===== config.mk =====
export PLATFORM = sky130hd
export DESIGN_NAME = pcarf_top
export DESIGN_NICKNAME = d
export VERILOG_FILES = /design/src/verilog/pcarf_pkg.sv /design/src/verilog/pcarf_top.sv /design/src/verilog/pcarf_edge.sv
export VERILOG_INCLUDE_DIRS = /design/src /design/src/verilog
export SDC_FILE = /design/constraint.sdc
export NUM_CORES = 1
export LEC_CHECK = 0
export BUFFER_PORTS_ARGS = -buffer_cell sky130_fd_sc_hd__clkbuf_2
export CORE_ASPECT_RATIO = 0.6
export CORE_UTILIZATION = 40
export DETAILED_ROUTE_END_ITERATION = 10
export PLACE_DENSITY = 0.7
export SYNTH_ARGS = -nofsm -noshare
export SYNTH_HDL_FRONTEND = slang
export SYNTH_SLANG_ARGS = --single-unit

===== constraint.sdc =====
create_clock -name pclk -period 2.6 [get_ports pclk]
set_input_delay 0.52 -clock pclk [delete_from_list [all_inputs] [get_ports pclk]]
set_output_delay 0.52 -clock pclk [all_outputs]
set_load 0.05 [all_outputs]

===== src/verilog/pcarf_cfg.svh =====
`ifndef PCARF_CFG_SVH
`define PCARF_CFG_SVH
`define PCARF_CTRL_OFFSET 12'hd8
`define PCARF_MODE_OFFSET 12'hdc
`define PCARF_IRQ_STATUS_OFFSET 12'he0
`define PCARF_IRQ_MASK_OFFSET 12'he4
`define PCARF_COUNT_OFFSET 12'he8
`define PCARF_WDOG_OFFSET 12'hec
`define PCARF_OVF_BIT 7
`define PCARF_RUN_BIT 6
`define PCARF_RSVD_BIT 5
`define PCARF_MODE_OVF_IE_BIT 0
`define PCARF_MODE_EXTCLK_BIT 1
`define PCARF_MODE_WDOG_EN_BIT 6
`define PCARF_CTRL_RESET 8'h00
`define PCARF_MODE_RESET 8'h00
`define PCARF_MASK_RESET 8'h00
`define PCARF_WDOG_RESET 16'hffff
`endif


===== src/verilog/pcarf_pkg.sv =====
package pcarf_pkg;
  typedef struct packed {
    logic [11:0] addr;
    logic write;
    logic [31:0] wdata;
  } pcarf_req_type;
  typedef enum logic [1:0] {
    pcarf_ext_idle = 2'b00,
    pcarf_ext_high = 2'b01
  } pcarf_ext_state_type;
endpackage


===== src/verilog/pcarf_top.sv =====
// Implementation choice: the APB slave port.
`timescale 1ns/1ns
`default_nettype none
`include "pcarf_cfg.svh"
module pcarf_top #(
  parameter int modules = 5,
  parameter int count_width = 16
) (
  input wire logic pclk,
  input wire logic presetn,
  input wire logic psel,
  input wire logic penable,
  input wire logic pwrite,
  input wire logic [11:0] paddr,
  input wire logic [31:0] pwdata,
  output logic [31:0] prdata,
  output logic pready,
  output logic pslverr,
  input wire logic counter_ext_clock_in,
  input wire logic [modules-1:0] module_capture_compare_pin_in,
  output logic [modules-1:0] module_capture_compare_pin_out,
  output logic [modules-1:0] module_capture_compare_pin_oe,
  input wire logic [modules-1:0] module_match,
  input wire logic [modules-1:0] module_compare_mode,
  output logic [count_width-1:0] counter_value,
  output logic watchdog_reset,
  output logic irq
);
  pcarf_pkg::pcarf_req_type req;
  logic [7:0] ctrl;
  logic [7:0] next_ctrl;
  logic [7:0] mode;
  logic [7:0] next_mode;
  logic [7:0] irq_mask;
  logic [7:0] next_irq_mask;
  logic [count_width-1:0] count;
  logic [count_width-1:0] next_count;
  logic [count_width-1:0] wdog_cmp;
  logic [count_width-1:0] next_wdog_cmp;
  logic [modules-1:0] pin_out;
  logic [modules-1:0] next_pin_out;
  logic wdog_rst;
  logic next_wdog_rst;
  logic [31:0] next_prdata;
  logic [5:0] rise;
  logic [modules-1:0] capture;
  logic [modules-1:0] event_hit;
  logic tick;
  logic overflow;
  logic wr;
  logic rd;
  logic known;
  logic [7:0] status;
  logic wr_ctrl;
  logic wr_mode;
  logic wr_status;
  logic wr_mask;
  logic wr_count;
  logic wr_wdog;
  logic next_run;
  logic next_ovf;
  logic [modules-1:0] next_flags;

  assign req.addr = paddr;
  assign req.write = pwrite;
  assign req.wdata = pwdata;
  assign wr = psel & penable & req.write;
  // read data registered in the setup cycle so it stands through the access cycle
  assign rd = psel & ~penable & ~req.write;
  assign pready = 1'b1;
  assign known = (req.addr == `PCARF_CTRL_OFFSET) || (req.addr == `PCARF_MODE_OFFSET) ||
                 (req.addr == `PCARF_IRQ_STATUS_OFFSET) ||
                 (req.addr == `PCARF_IRQ_MASK_OFFSET) ||
                 (req.addr == `PCARF_COUNT_OFFSET) || (req.addr == `PCARF_WDOG_OFFSET);
  assign pslverr = psel & penable & ~known;

  pcarf_edge #(
    .width(6)
  ) u_edge (
    .pclk(pclk),
    .presetn(presetn),
    .level({counter_ext_clock_in, module_capture_compare_pin_in}),
    .rise(rise)
  );

  // external clock or core clock as count source
  assign tick = mode[`PCARF_MODE_EXTCLK_BIT] ? rise[5] : 1'b1;
  assign overflow = ctrl[`PCARF_RUN_BIT] & tick & (&count);
  // capture on pin when module not in compare mode
  assign capture = rise[modules-1:0] & ~module_compare_mode;
  assign event_hit = (module_match & module_compare_mode) | capture;
  assign status = {ctrl[`PCARF_OVF_BIT], 2'b00, ctrl[modules-1:0]};

  assign wr_ctrl = wr && (req.addr == `PCARF_CTRL_OFFSET);
  assign wr_mode = wr && (req.addr == `PCARF_MODE_OFFSET);
  assign wr_status = wr && (req.addr == `PCARF_IRQ_STATUS_OFFSET);
  assign wr_mask = wr && (req.addr == `PCARF_IRQ_MASK_OFFSET);
  assign wr_count = wr && (req.addr == `PCARF_COUNT_OFFSET);
  assign wr_wdog = wr && (req.addr == `PCARF_WDOG_OFFSET);

  // run bit changed by software only
  always_comb begin
    next_run = ctrl[`PCARF_RUN_BIT];
    if (wr_ctrl) begin
      next_run = req.wdata[`PCARF_RUN_BIT];
    end
  end

  // overflow flag: software write or clear, hardware set wins
  always_comb begin
    next_ovf = ctrl[`PCARF_OVF_BIT];
    if (wr_ctrl) begin
      next_ovf = req.wdata[`PCARF_OVF_BIT];
    end
    if (wr_status && req.wdata[`PCARF_OVF_BIT]) begin
      next_ovf = 1'h0;
    end
    if (overflow) begin
      next_ovf = 1'h1;
    end
  end

  genvar m;
  generate
    for (m = 0; m < modules; m++) begin : g_mod
      // flag set by match or capture, cleared only by software
      assign next_flags[m] = event_hit[m] | (wr_ctrl ? req.wdata[m] :
                                             (ctrl[m] & ~(wr_status & req.wdata[m])));
      // compare output toggles on its own match
      assign next_pin_out[m] = pin_out[m] ^ (module_match[m] & module_compare_mode[m]);
    end
  endgenerate

  always_comb begin
    next_ctrl = ctrl;
    next_ctrl[`PCARF_OVF_BIT] = next_ovf;
    next_ctrl[`PCARF_RUN_BIT] = next_run;
    // reserved bit never stored, reads as zero
    next_ctrl[`PCARF_RSVD_BIT] = 1'h0;
    next_ctrl[modules-1:0] = next_flags;
  end

  always_ff @(posedge pclk or negedge presetn) begin
    if (!presetn) begin
      ctrl <= `PCARF_CTRL_RESET;
    end else begin
      ctrl <= next_ctrl;
    end
  end

  always_comb begin
    next_mode = mode;
    if (wr_mode) begin
      next_mode = req.wdata[7:0];
    end
  end

  always_ff @(posedge pclk or negedge presetn) begin
    if (!presetn) begin
      mode <= `PCARF_MODE_RESET;
    end else begin
      mode <= next_mode;
    end
  end

  always_comb begin
    next_irq_mask = irq_mask;
    if (wr_mask) begin
      next_irq_mask = req.wdata[7:0];
    end
  end

  always_ff @(posedge pclk or negedge presetn) begin
    if (!presetn) begin
      irq_mask <= `PCARF_MASK_RESET;
    end else begin
      irq_mask <= next_irq_mask;
    end
  end

  always_comb begin
    next_count = count;
    if (wr_count) begin
      next_count = req.wdata[count_width-1:0];
    end
    // counting only while running
    if (ctrl[`PCARF_RUN_BIT] && tick) begin
      next_count = count + 1'h1;
    end
  end

  always_ff @(posedge pclk or negedge presetn) begin
    if (!presetn) begin
      count <= '0;
    end else begin
      count <= next_count;
    end
  end

  always_comb begin
    next_wdog_cmp = wdog_cmp;
    if (wr_wdog) begin
      next_wdog_cmp = req.wdata[count_width-1:0];
    end
  end

  always_ff @(posedge pclk or negedge presetn) begin
    if (!presetn) begin
      wdog_cmp <= `PCARF_WDOG_RESET;
    end else begin
      wdog_cmp <= next_wdog_cmp;
    end
  end

  // count equal to wdog_cmp resets system when watchdog enabled and counter running
  always_comb begin
    next_wdog_rst = 1'h0;
    if (mode[`PCARF_MODE_WDOG_EN_BIT] && ctrl[`PCARF_RUN_BIT] && (count == wdog_cmp)) begin
      next_wdog_rst = 1'h1;
    end
  end

  always_ff @(posedge pclk or negedge presetn) begin
    if (!presetn) begin
      wdog_rst <= 1'h0;
    end else begin
      wdog_rst <= next_wdog_rst;
    end
  end

  always_ff @(posedge pclk or negedge presetn) begin
    if (!presetn) begin
      pin_out <= '0;
    end else begin
      pin_out <= next_pin_out;
    end
  end

  always_comb begin
    next_prdata = prdata;
    if (rd) begin
      unique case (req.addr)
        `PCARF_CTRL_OFFSET: next_prdata = {24'h000000, ctrl};
        `PCARF_MODE_OFFSET: next_prdata = {24'h000000, mode};
        `PCARF_IRQ_STATUS_OFFSET: next_prdata = {24'h000000, status};
        `PCARF_IRQ_MASK_OFFSET: next_prdata = {24'h000000, irq_mask};
        `PCARF_COUNT_OFFSET: next_prdata = {{(32-count_width){1'b0}}, count};
        `PCARF_WDOG_OFFSET: next_prdata = {{(32-count_width){1'b0}}, wdog_cmp};
        default: next_prdata = 32'h00000000;
      endcase
    end
  end

  always_ff @(posedge pclk or negedge presetn) begin
    if (!presetn) begin
      prdata <= 32'h00000000;
    end else begin
      prdata <= next_prdata;
    end
  end

  // overflow gated by its enable; module flags by mask
  assign irq = (ctrl[`PCARF_OVF_BIT] & mode[`PCARF_MODE_OVF_IE_BIT]) |
               (|(ctrl[modules-1:0] & irq_mask[modules-1:0]));
  assign module_capture_compare_pin_out = pin_out;
  assign module_capture_compare_pin_oe = module_compare_mode;
  assign counter_value = count;
  assign watchdog_reset = wdog_rst;
endmodule
`default_nettype wire


===== src/verilog/pcarf_edge.sv =====
`timescale 1ns/1ns
`default_nettype none
module pcarf_edge #(
  parameter int width = 6
) (
  input wire logic pclk,
  input wire logic presetn,
  input wire logic [width-1:0] level,
  output logic [width-1:0] rise
);
  logic [width-1:0] prev;
  logic [width-1:0] next_prev;
  genvar i;
  generate
    for (i = 0; i < width; i++) begin : g_bit
      assign rise[i] = level[i] & ~prev[i];
      assign next_prev[i] = level[i];
    end
  endgenerate
  always_ff @(posedge pclk or negedge presetn) begin
    if (!presetn) begin
      prev <= '0;
    end else begin
      prev <= next_prev;
    end
  end
endmodule
`default_nettype wire


; Word-level counts from Yosys, hierarchy flattened
; Cells that the tools add are included.
[totals]
ff_bits = 99
latch_bits = 0
ramBits = 0
romBits = 0
output_inout_bits = 62
n_memories = 0
[op_classes]
n_addsub = 1
mul = 0
n_div = 0
n_lt_le_gt_ge = 0
n_eq_ne = 7
n_shift = 0
n_mux = 13
n_bitwise = 59
reduce_logical = 19
[ops]
columns = operator, n
row1 = $pmux W16 S6, 1
row2 = $eq A12 B8 Y1 const B, 6
row3 = $mux W16, 2
row4 = $and A1 B1 Y1, 29
row5 = $add A16 B1 Y16 const B, 1
row6 = $eq A16 B16 Y1, 1
row7 = $reduce_and A16 Y1, 1
row8 = $and A5 B5 Y5, 3
row9 = $not A1 Y1, 14
row10 = $logic_and A1 B1 Y1, 10
row11 = $mux W1, 10
row12 = $or A1 B1 Y1, 6
row13 = $logic_or A1 B1 Y1, 5
row14 = $not A5 Y5, 1
row15 = $or A5 B5 Y5, 1
row16 = $reduce_or A5 Y1, 1
row17 = $xor A1 B1 Y1, 5
row18 = $reduce_bool A3 Y1, 1
row19 = $reduce_bool A2 Y1, 1

; Depth between registers and ports, before layout
; Gate-level depths: netlist of the first run.
[depth]
ltp_word = 8
depth_mapped = 9

; Cells and area by module
; A second synthesis of the first run with hierarchy kept.
[unflattened]
hier_cells = 433
area_unflattened_um2 = 4520.6
[modules_own_cells]
columns = module, instances, cells_each, area_per_inst_um2, seq_area_each_um2
row1 = pcarf_top, 1, 421, 4287.9, 1946.9
row2 = pcarf_edge, 1, 12, 232.7, 150.1

; Worst setup path before layout of the first run
; OpenSTA, ideal clock, no wires.
[synth_timing]
kind = input-to-output
from = input port paddr[3]
to = output port pslverr
arrival_time_ns = 1.760
t_required_ns = 2.080
path_slack_ns = 0.320
cell_stages = 6
path_buffers = 2
cell_sequence = buf_2 -> and3b_1 -> buf_2 -> nor2_1 -> nor4_1 -> nor2_1
[synth_between]
elab_chain_cells = 8
[synth_lines]
columns = element, line_no
row1 = start: declaration, pcarf_top.sv:14  ; input wire logic [11:0] paddr,
row2 = $eq A12 B8 Y1, n/a
row3 = $logic_or A1 B1 Y1 (4 in a row), pcarf_top.sv:71  ; assign known = (req.addr == `PCARF_CTRL_OFFSET) || (req.addr == `PCARF_MODE_OFFSET) ||
row4 = $logic_or A1 B1 Y1 *, pcarf_top.sv:71
row5 = $not A1 Y1 *, pcarf_top.sv:75  ; assign pslverr = psel & penable & ~known;
row6 = $and A1 B1 Y1 *, pcarf_top.sv:75
row7 = end: declaration, pcarf_top.sv:18  ; output logic pslverr,
; Every way passes the cells marked *; elsewhere a longest branch is shown, timed or not.

; Worst setup path in the final report of the first run
[layout_timing]
from = input port paddr[8]
to = output port pslverr
; Same word-level chain as after synthesis.

==> summary.md, run 1 <==
| Metric | Value |
|---|---|
| Share of layout cells above drive strength 1 | 0.352 |
| Failing checks | DRC |
| Measured slew at the worst slew-check pin | 605 ps |
| Overflow after GRT | 0 |
| Most Frequent Cell on Critical Path | clkbuf_2 |
| Worst Setup End Kind | output port |
| Slew Viols, Final | 0 |
| CTS Sinks | 83 |
| Pin count of the biggest net entering global routing | 46 |
| Synth Cell Area | 4470 um2 |
| CTS max path bufs | 2 |
| Finished Core Util | 0.502 |
| # nets final | 590 |
| Met3 Usage GRT | 0.0706 |
| Synth top area share | 0.375 |
| MaxCap Viol Count | 0 |
| Antenna Cells | 0 |
| Core ar. | approximately 11000 um2 |
| Drc violations | 20 |
| DRT Pass-1 Iters | 9 |
| Site Rows | 29 |
| Initial detailed-routing violation count | 384 |
| Distinct cell type count after synthesis | 60 |
| Vias | 3780 |
| Synth area leaders | dfrtp_1 37%, dfstp_2 9.4%, mux2_2 8.1%, nand2_1 4.2%, mux2i_1 3.8% |
| Synth warn | 0 |
| Worst path max stage delay | 420 ps |
| Final period utilization | 0.911 |
| Worst-path cell chain | clkbuf_2 -> and4bb_4 -> nand2_1 -> nor4_1 -> nor2_1 -> clkbuf_2 |
| Area grow syn2layout | 20.1% |
| CTS tree | yes |
| Total GRT Usage | 0.227 |
| Final setup vio count | 0 |
| Full die area | 11600 um2 |
| Seq/Total Area, Yosys | 0.469 |
| Dpl hpwl | 9550 um |
| Top post-synthesis cells by count | 67 x dfrtp_1, 50 x nand2_1, 32 x mux2_2 |
| Wire length of the first global-routing pass | 20100 um |
| Max_slew headroom | 0.597 |
| CP max stage cell | nor4_1 |
| Initial core utilization | 0.418 |
| Lkg Pwr | 0.00252 uW |
| Setup CP Type | input pin to output port |
| Synth async-reset ratio | 1.00 |
| Top-count cell post-synth | dfrtp_1 |
| Hold crit path type | input pin to async pin |
| Worst EP arrival | 1850 ps |
| Vias in the first global route | 3625 |
| DRT antenna net count | 0 |
| I/O pin cnt | approximately 130 |
| Placed Instances | between 600 and 700 |
| Post-synth EDFFs | 0 |
| Resized cells post-CTS | 0 |
| GRT met1 Usage | 0.353 |
| CTS root buf | clkbuf_16 |
| Worst vdd ir | 0.000420 V |
| Hold WS | 187 ps |
| Clock latency on the worst-skew pair | 340 ps |
| #FFs+latches synth | between 80 and 90 |
| Setup_tns | 0 ps |
| CP Max Fanout | 5 |
| GR peak layer | met1 |
| Minimum clock period | 2370 ps |
| Syn_area_per_cell | 10.3 um2 |
| Most common flop cell mapped by yosys | dfrtp_1 |
| Total CTS buffers | 9 |
| Status | finished with violations |
| Largest area contributor in the netlist | dfrtp_1 |
| Post-CTS Hold Buffers | 0 |
| H-Tree Depth | 3 |
| Post-synthesis cell count | 433 |
| Port buffer count | 93 |
| Die W | approximately 140 um |
| Via density | between 5 and 6 |
| Startpoint types | input pin |
| Critical path buffer and inverter count | 2 |
| GR Util met2 | 0.301 |
| Setup Buffers After CTS | 0 |
| Endpoints failing hold | 0 |
| Clock skew | 4.47 ps |
| Die height | 83.9 um |
| Unrepaired setup endpoints after global routing | no |
| Total Wirelength | 12600 um |
| Initial antenna violation count | 0 |
| Crit path max-delay family | simple AND/OR/NAND/NOR gates |
| Non-filler cells, final | 668 |
| GPL Wtd Cong | 0.910 |
| Max frequency | 0.422 GHz |
| Required @ worst endpoint | 2080 ps |
| Clock-pin slew on the worst setup and hold paths | 60 ps |
| Avg WL per Cell | approximately 19 um |
| Pwr Density | 627 nW/um2 |
-- cells by family (layout without fill, tap and decap cells) --
logic type                 Yosys count  count (layout)  synth area share
DFF                                 83              83             0.469
adders and majority gates            1               1           0.00280
xor gates and xnor gates            21              21            0.0411
other                                2              17           0.00168
and+or+nand+nor                    150             150             0.180
buffers and inverters               45             126            0.0618
AOI/OAI and AO/OA                   82              82             0.125
muxes                               49              49             0.119
-- layout by cell type (no fill, tap or decap), types with 16 or more instances in the layout --
master    instances
clkbuf_2         92
dfrtp_1          67
nand2_1          50
mux2_2           32
o21ai_0          29
nor2_1           27
xnor2_1          18
nand3_1          18
mux2i_1          17
conb_1           17
dfstp_2          16
-- registers in the layout (all words and copies together), names as in the netlist --
signal,count
module_capture_compare_pin_out,5
u_edge.prev,6
prdata,16
ctrl,7
counter_value,16
mode,8
watchdog_reset,1
irq_mask,8
wdog_cmp,16
-- metrics by stage --
stage | total power, uW | setup slack, ps | area [um2]
2_1_floorplan | 1740 | 320 | 4530
3_3_place_gp | 1870 | 212 | 5020
3_5_place_dp | 1880 | 201 | 5020
4_1_cts | 3390 | 198 | 5370
5_1_grt | 3490 | 99.8 | 5370
6_report | 3370 | 233 | 5370
-- worst paths after layout --
path | slack, ps | startpoint | endpoint | cells past startpoint
setup / recovery | 230 | paddr[8] | pslverr | 6
hold / removal | 190 | presetn | mode[7]$_DFFE_PN0P_ | 1
setup reg to reg | 480 | wdog_cmp[5]$_DFFE_PN1P_ | watchdog_reset$_DFF_PN0_ | 4
hold reg to reg | 470 | module_capture_compare_pin_out[2]$_DFF_PN0_ | module_capture_compare_pin_out[2]$_DFF_PN0_ | 1
max in group asynchronous | 1800 | presetn | wdog_cmp[9]$_DFFE_PN1P_ | 2
min in group pclk | 300 | module_capture_compare_pin_in[3] | u_edge.prev[3]$_DFF_PN0_ | 1
-- routing by layer --
layer / part of all wire / wire length [um] / up-vias
met2: 0.40 / 5020 / 195
met3: 0.10 / 1270 / 14
met4: 0.0084 / 106 / 0
li1: - / - / 1736
met1: 0.49 / 6170 / 1835
met5: 0 / 0 / -
-- power by group --
part           internal (uW)  switching [uW]  leakage, uW
logic                    118             361      0.00131
clock network            967             544     0.000169
registers               1340            36.2      0.00104
total                   2430             941      0.00252
-- cell type report --
class,instances,area [um2]
Inverter,3,11.3
Clock buffer,10,239
Multi-Input combinational cell,320,2150
Timing Repair Buffer,107,586
Tap cell,139,174
Clock inverter,6,111
Fill cell,966,5330
Sequential cell,83,2100
(Power assumes the default switching activity.)
==> run 2, diff against run 1 <==
--- a/config.mk
+++ b/config.mk
@@ -9,8 +9,10 @@
 export BUFFER_PORTS_ARGS = -buffer_cell sky130_fd_sc_hd__clkbuf_2
 export CORE_ASPECT_RATIO = 0.6
 export CORE_UTILIZATION = 40
+export CTS_CLUSTER_DIAMETER = 80
 export DETAILED_ROUTE_END_ITERATION = 10
 export PLACE_DENSITY = 0.7
 export SYNTH_ARGS = -nofsm -noshare
 export SYNTH_HDL_FRONTEND = slang
+export SYNTH_HIERARCHICAL = 1
 export SYNTH_SLANG_ARGS = --single-unit
==> run 2 against run 1 <==
- the flow still finishes with violations (DRC)
- synthesized cell count stayed put
- sequential share of layout area shrank 0.27 points
- global-route usage decreased by 0.71 points
- die area rose by 1.1%
- clock-buffer cell count increased by 2
- register-to-register slack improved by 150 ps
- hold slack worse by 21 ps
- cell count rose by 0.75%
- routed wire length is 3.3% lower
- cell area up 0.70%
- flip-flop and latch count unchanged
- critical endpoint unchanged
- largest power group is now registers
- highest routed layer unchanged
==> summary.md, run 2 <==
| Metric | Value |
|---|---|
| Status | finished with violations |
| Failing checks | DRC |
| Measured slew at the worst slew-check pin | 719 ps |
| CTS max path bufs | 2 |
| Final period utilization | 0.840 |
| Post-synthesis cell count | around 430 |
| Switch share | 0.295 |
| Commonest non-fill, non-tap cell in the layout | clkbuf_2 |
| Initial core utilization | 0.419 |
| Vias | around 3700 |
| Most common flop cell mapped by yosys | dfrtp_1 |
| Synth Cell Area | ~4500 um2 |
| Final setup vio count | 0 |
| Hold WS | 166 ps |
| Total GRT Usage | 0.220 |
| Cell internal pwr | 2250 uW |
| Combinational share of power | 0.158 |
| Total Wirelength | 12100 um |
| Seq pwr share | 0.436 |
| Overflow after GRT | 0 |
| Vias in the first global route | 3693 |
| Placed Instances | 657 |
| Largest area contributor in the netlist | dfrtp_1 |
| Worst vdd ir | ~0.00037 V |
| Resized cells post-CTS | 0 |
| Worst EP arrival | ~1700 ps |
| Clock skew | around 8.4 ps |
| Sw Pwr | 940 uW |
| Clock-pin slew on the worst setup and hold paths | 60 ps |
| MaxCap Viol Count | 0 |
| CTS root buf | clkbuf_16 |
| Slew Viols, Final | 0 |
| Initial antenna violation count | 0 |
| H-Tree Depth | 3 |
| Distinct cell type count after synthesis | 56 |
| Initial detailed-routing violation count | approximately 270 |
| # nets final | 595 |
| Pwr Density | 589 nW/um2 |
| Area grow syn2layout | 19.7% |
| Unrepaired setup endpoints after global routing | no |
| Synth async-reset ratio | 1.00 |
| Register-to-Register Path Depth | 6 |
| Post-CTS Hold Buffers | 0 |
| Placement Setup Slack | 286 ps |
| Lkg Pwr | 0.00254 uW |
| Setup Buffers After CTS | 0 |
| DRT antenna net count | 0 |
| Post-synth EDFFs | 0 |
| Top-count cell post-synth | dfrtp_1 |
| Clock latency on the worst-skew pair | 340 ps |
| Dpl hpwl | 9210 um |
| Synth warn | 6 |
| Synth top area share | 0.371 |
| Worst Setup End Kind | output port |
| Max_slew headroom | 0.520 |
| #FFs+latches synth | 83 |
| Die height | 84.3 um |
| GPL Wtd Cong | 0.885 |
| Hold crit path type | input pin to async pin |
| Top post-synthesis cells by count | 67 x dfrtp_1, 42 x nand2_1, 28 x nor2_1 |
| Minimum clock period | 2180 ps |
| Wire length of the first global-routing pass | 19900 um |
| DRT Pass-1 Iters | 10 |
| Seq/Total Area, Yosys | 0.464 |
| Clock power frac | 0.406 |
| Avg WL per Cell | roughly 18 um |
| Required @ worst endpoint | around 2100 ps |
| Setup CP Type | input pin to output port |
| Share of layout cells above drive strength 1 | 0.360 |
| Syn_area_per_cell | ~10 um2 |
| Drc violations | 9 |
| Endpoints failing hold | 0 |
| Startpoint types | input pin |
| Most frequent cells in the layout | 92 x clkbuf_2, 67 x dfrtp_1, 42 x nand2_1, 28 x nor2_1, 25 x mux2_2 |
| Via density | about 5.6 |
| Site Rows | 29 |
| Final Worst Setup Slack | 416 ps |
| Setup_tns | 0 ps |
| Core ar. | 10800 um2 |
| Total CTS buffers | 9 |
| Die W | 139 um |
| Synth area leaders | dfrtp_1 37%, dfstp_2 9.3%, mux2_2 6.2%, buf_4 3.8%, nand2_1 3.5% |
| CP Max Fanout | 10 |
| Non-filler cells, final | 673 |
| Max frequency | 0.458 GHz |
| Pin count of the biggest net entering global routing | 42 |
| I/O pin cnt | 127 |
| CTS tree | yes |
| Port buffer count | 93 |
| Total power | about 3200 uW |
| Antenna Cells | 0 |
| CTS Sinks | 83 |
| Full die area | 11700 um2 |
-- run 2: changes by cell type in the layout (fill, tap and decap cells not counted), moves of 7 or more --
cell     before  now
a21oi_1       9   22
mux2_2       32   25
mux2_4        0    8
mux2i_1      17   10
nand2_1      50   42
o21ai_0      29   10
o22ai_1       1   10
-- run 2: cells by family after synthesis --
logic type / count (synthesis) / share of synthesized area
xor gates and xnor gates: 21 / 0.0407
buffers and inverters: 40 / 0.0545
other: 2 / 0.00166
muxes: 43 / 0.111
and+or+nand+nor: 164 / 0.207
AOI/OAI and AO/OA: 79 / 0.118
adders and majority gates: 1 / 0.00277
DFF: 83 / 0.464
-- run 2: layout make-up --
| cell class | instances | area [um2] |
|---|---|---|
| multi-input combinational | 325 | 2240 |
| timing repair buffer | 109 | 601 |
| fill | 972 | 5370 |
| clock buffer | 12 | 246 |
| sequential | 83 | 2100 |
| inverter | 1 | 3.75 |
| clock inverter | 4 | 51.3 |
| tap | 139 | 174 |
-- run 2: metal layers --
metal | wire length (um) | up-vias | part of all wire | track usage
met5 | 0 | - | 0 | 0
li1 | - | 1731 | - | -
met4 | 202 | 0 | 0.017 | 0.0697
met2 | 5000 | 157 | 0.41 | 0.299
met3 | 1030 | 16 | 0.085 | 0.0656
met1 | 5900 | 1845 | 0.49 | 0.330
-- run 2: metrics by stage --
step,util,area [um2]
3_3_place_gp,0.474,5110
2_1_floorplan,-,4580
4_1_cts,0.502,5410
5_1_grt,0.502,5410
3_5_place_dp,0.474,5110
6_report,0.502,5410
-- run 2: worst paths after layout --
| kind | startpoint | end | slack (ps) |
|---|---|---|---|
| min | presetn | prdata[6]$_DFFE_PN0P_ | 170 |
| min reg2reg | prdata[10]$_DFFE_PN0P_ | prdata[10]$_DFFE_PN0P_ | 470 |
| max in group asynchronous | presetn | wdog_cmp[12]$_DFFE_PN1P_ | 1770 |
| min in group pclk | module_capture_compare_pin_in[2] | u_edge/prev[2]$_DFF_PN0_ | 290 |
| max | paddr[3] | pslverr | 420 |
| max reg2reg | u_edge/prev[5]$_DFF_PN0_ | counter_value[6]$_DFFE_PN0P_ | 630 |
-- run 2: power groups by stage --
stage / Clock [uW] / Sequential [uW] / Combinational, uW
floorplan: 0 / 1570 / 200
global placement: 0 / 1410 / 499
detailed placement: 0 / 1410 / 506
CTS: 1310 / 1390 / 506
global route: 1370 / 1400 / 533
finish: 1290 / 1390 / 503
-- run 2: critical path, cell delays in order --
cell      delay, ps
clkbuf_2        180
and3b_1         210
or2_2           330
a21oi_2         140
clkbuf_2        280
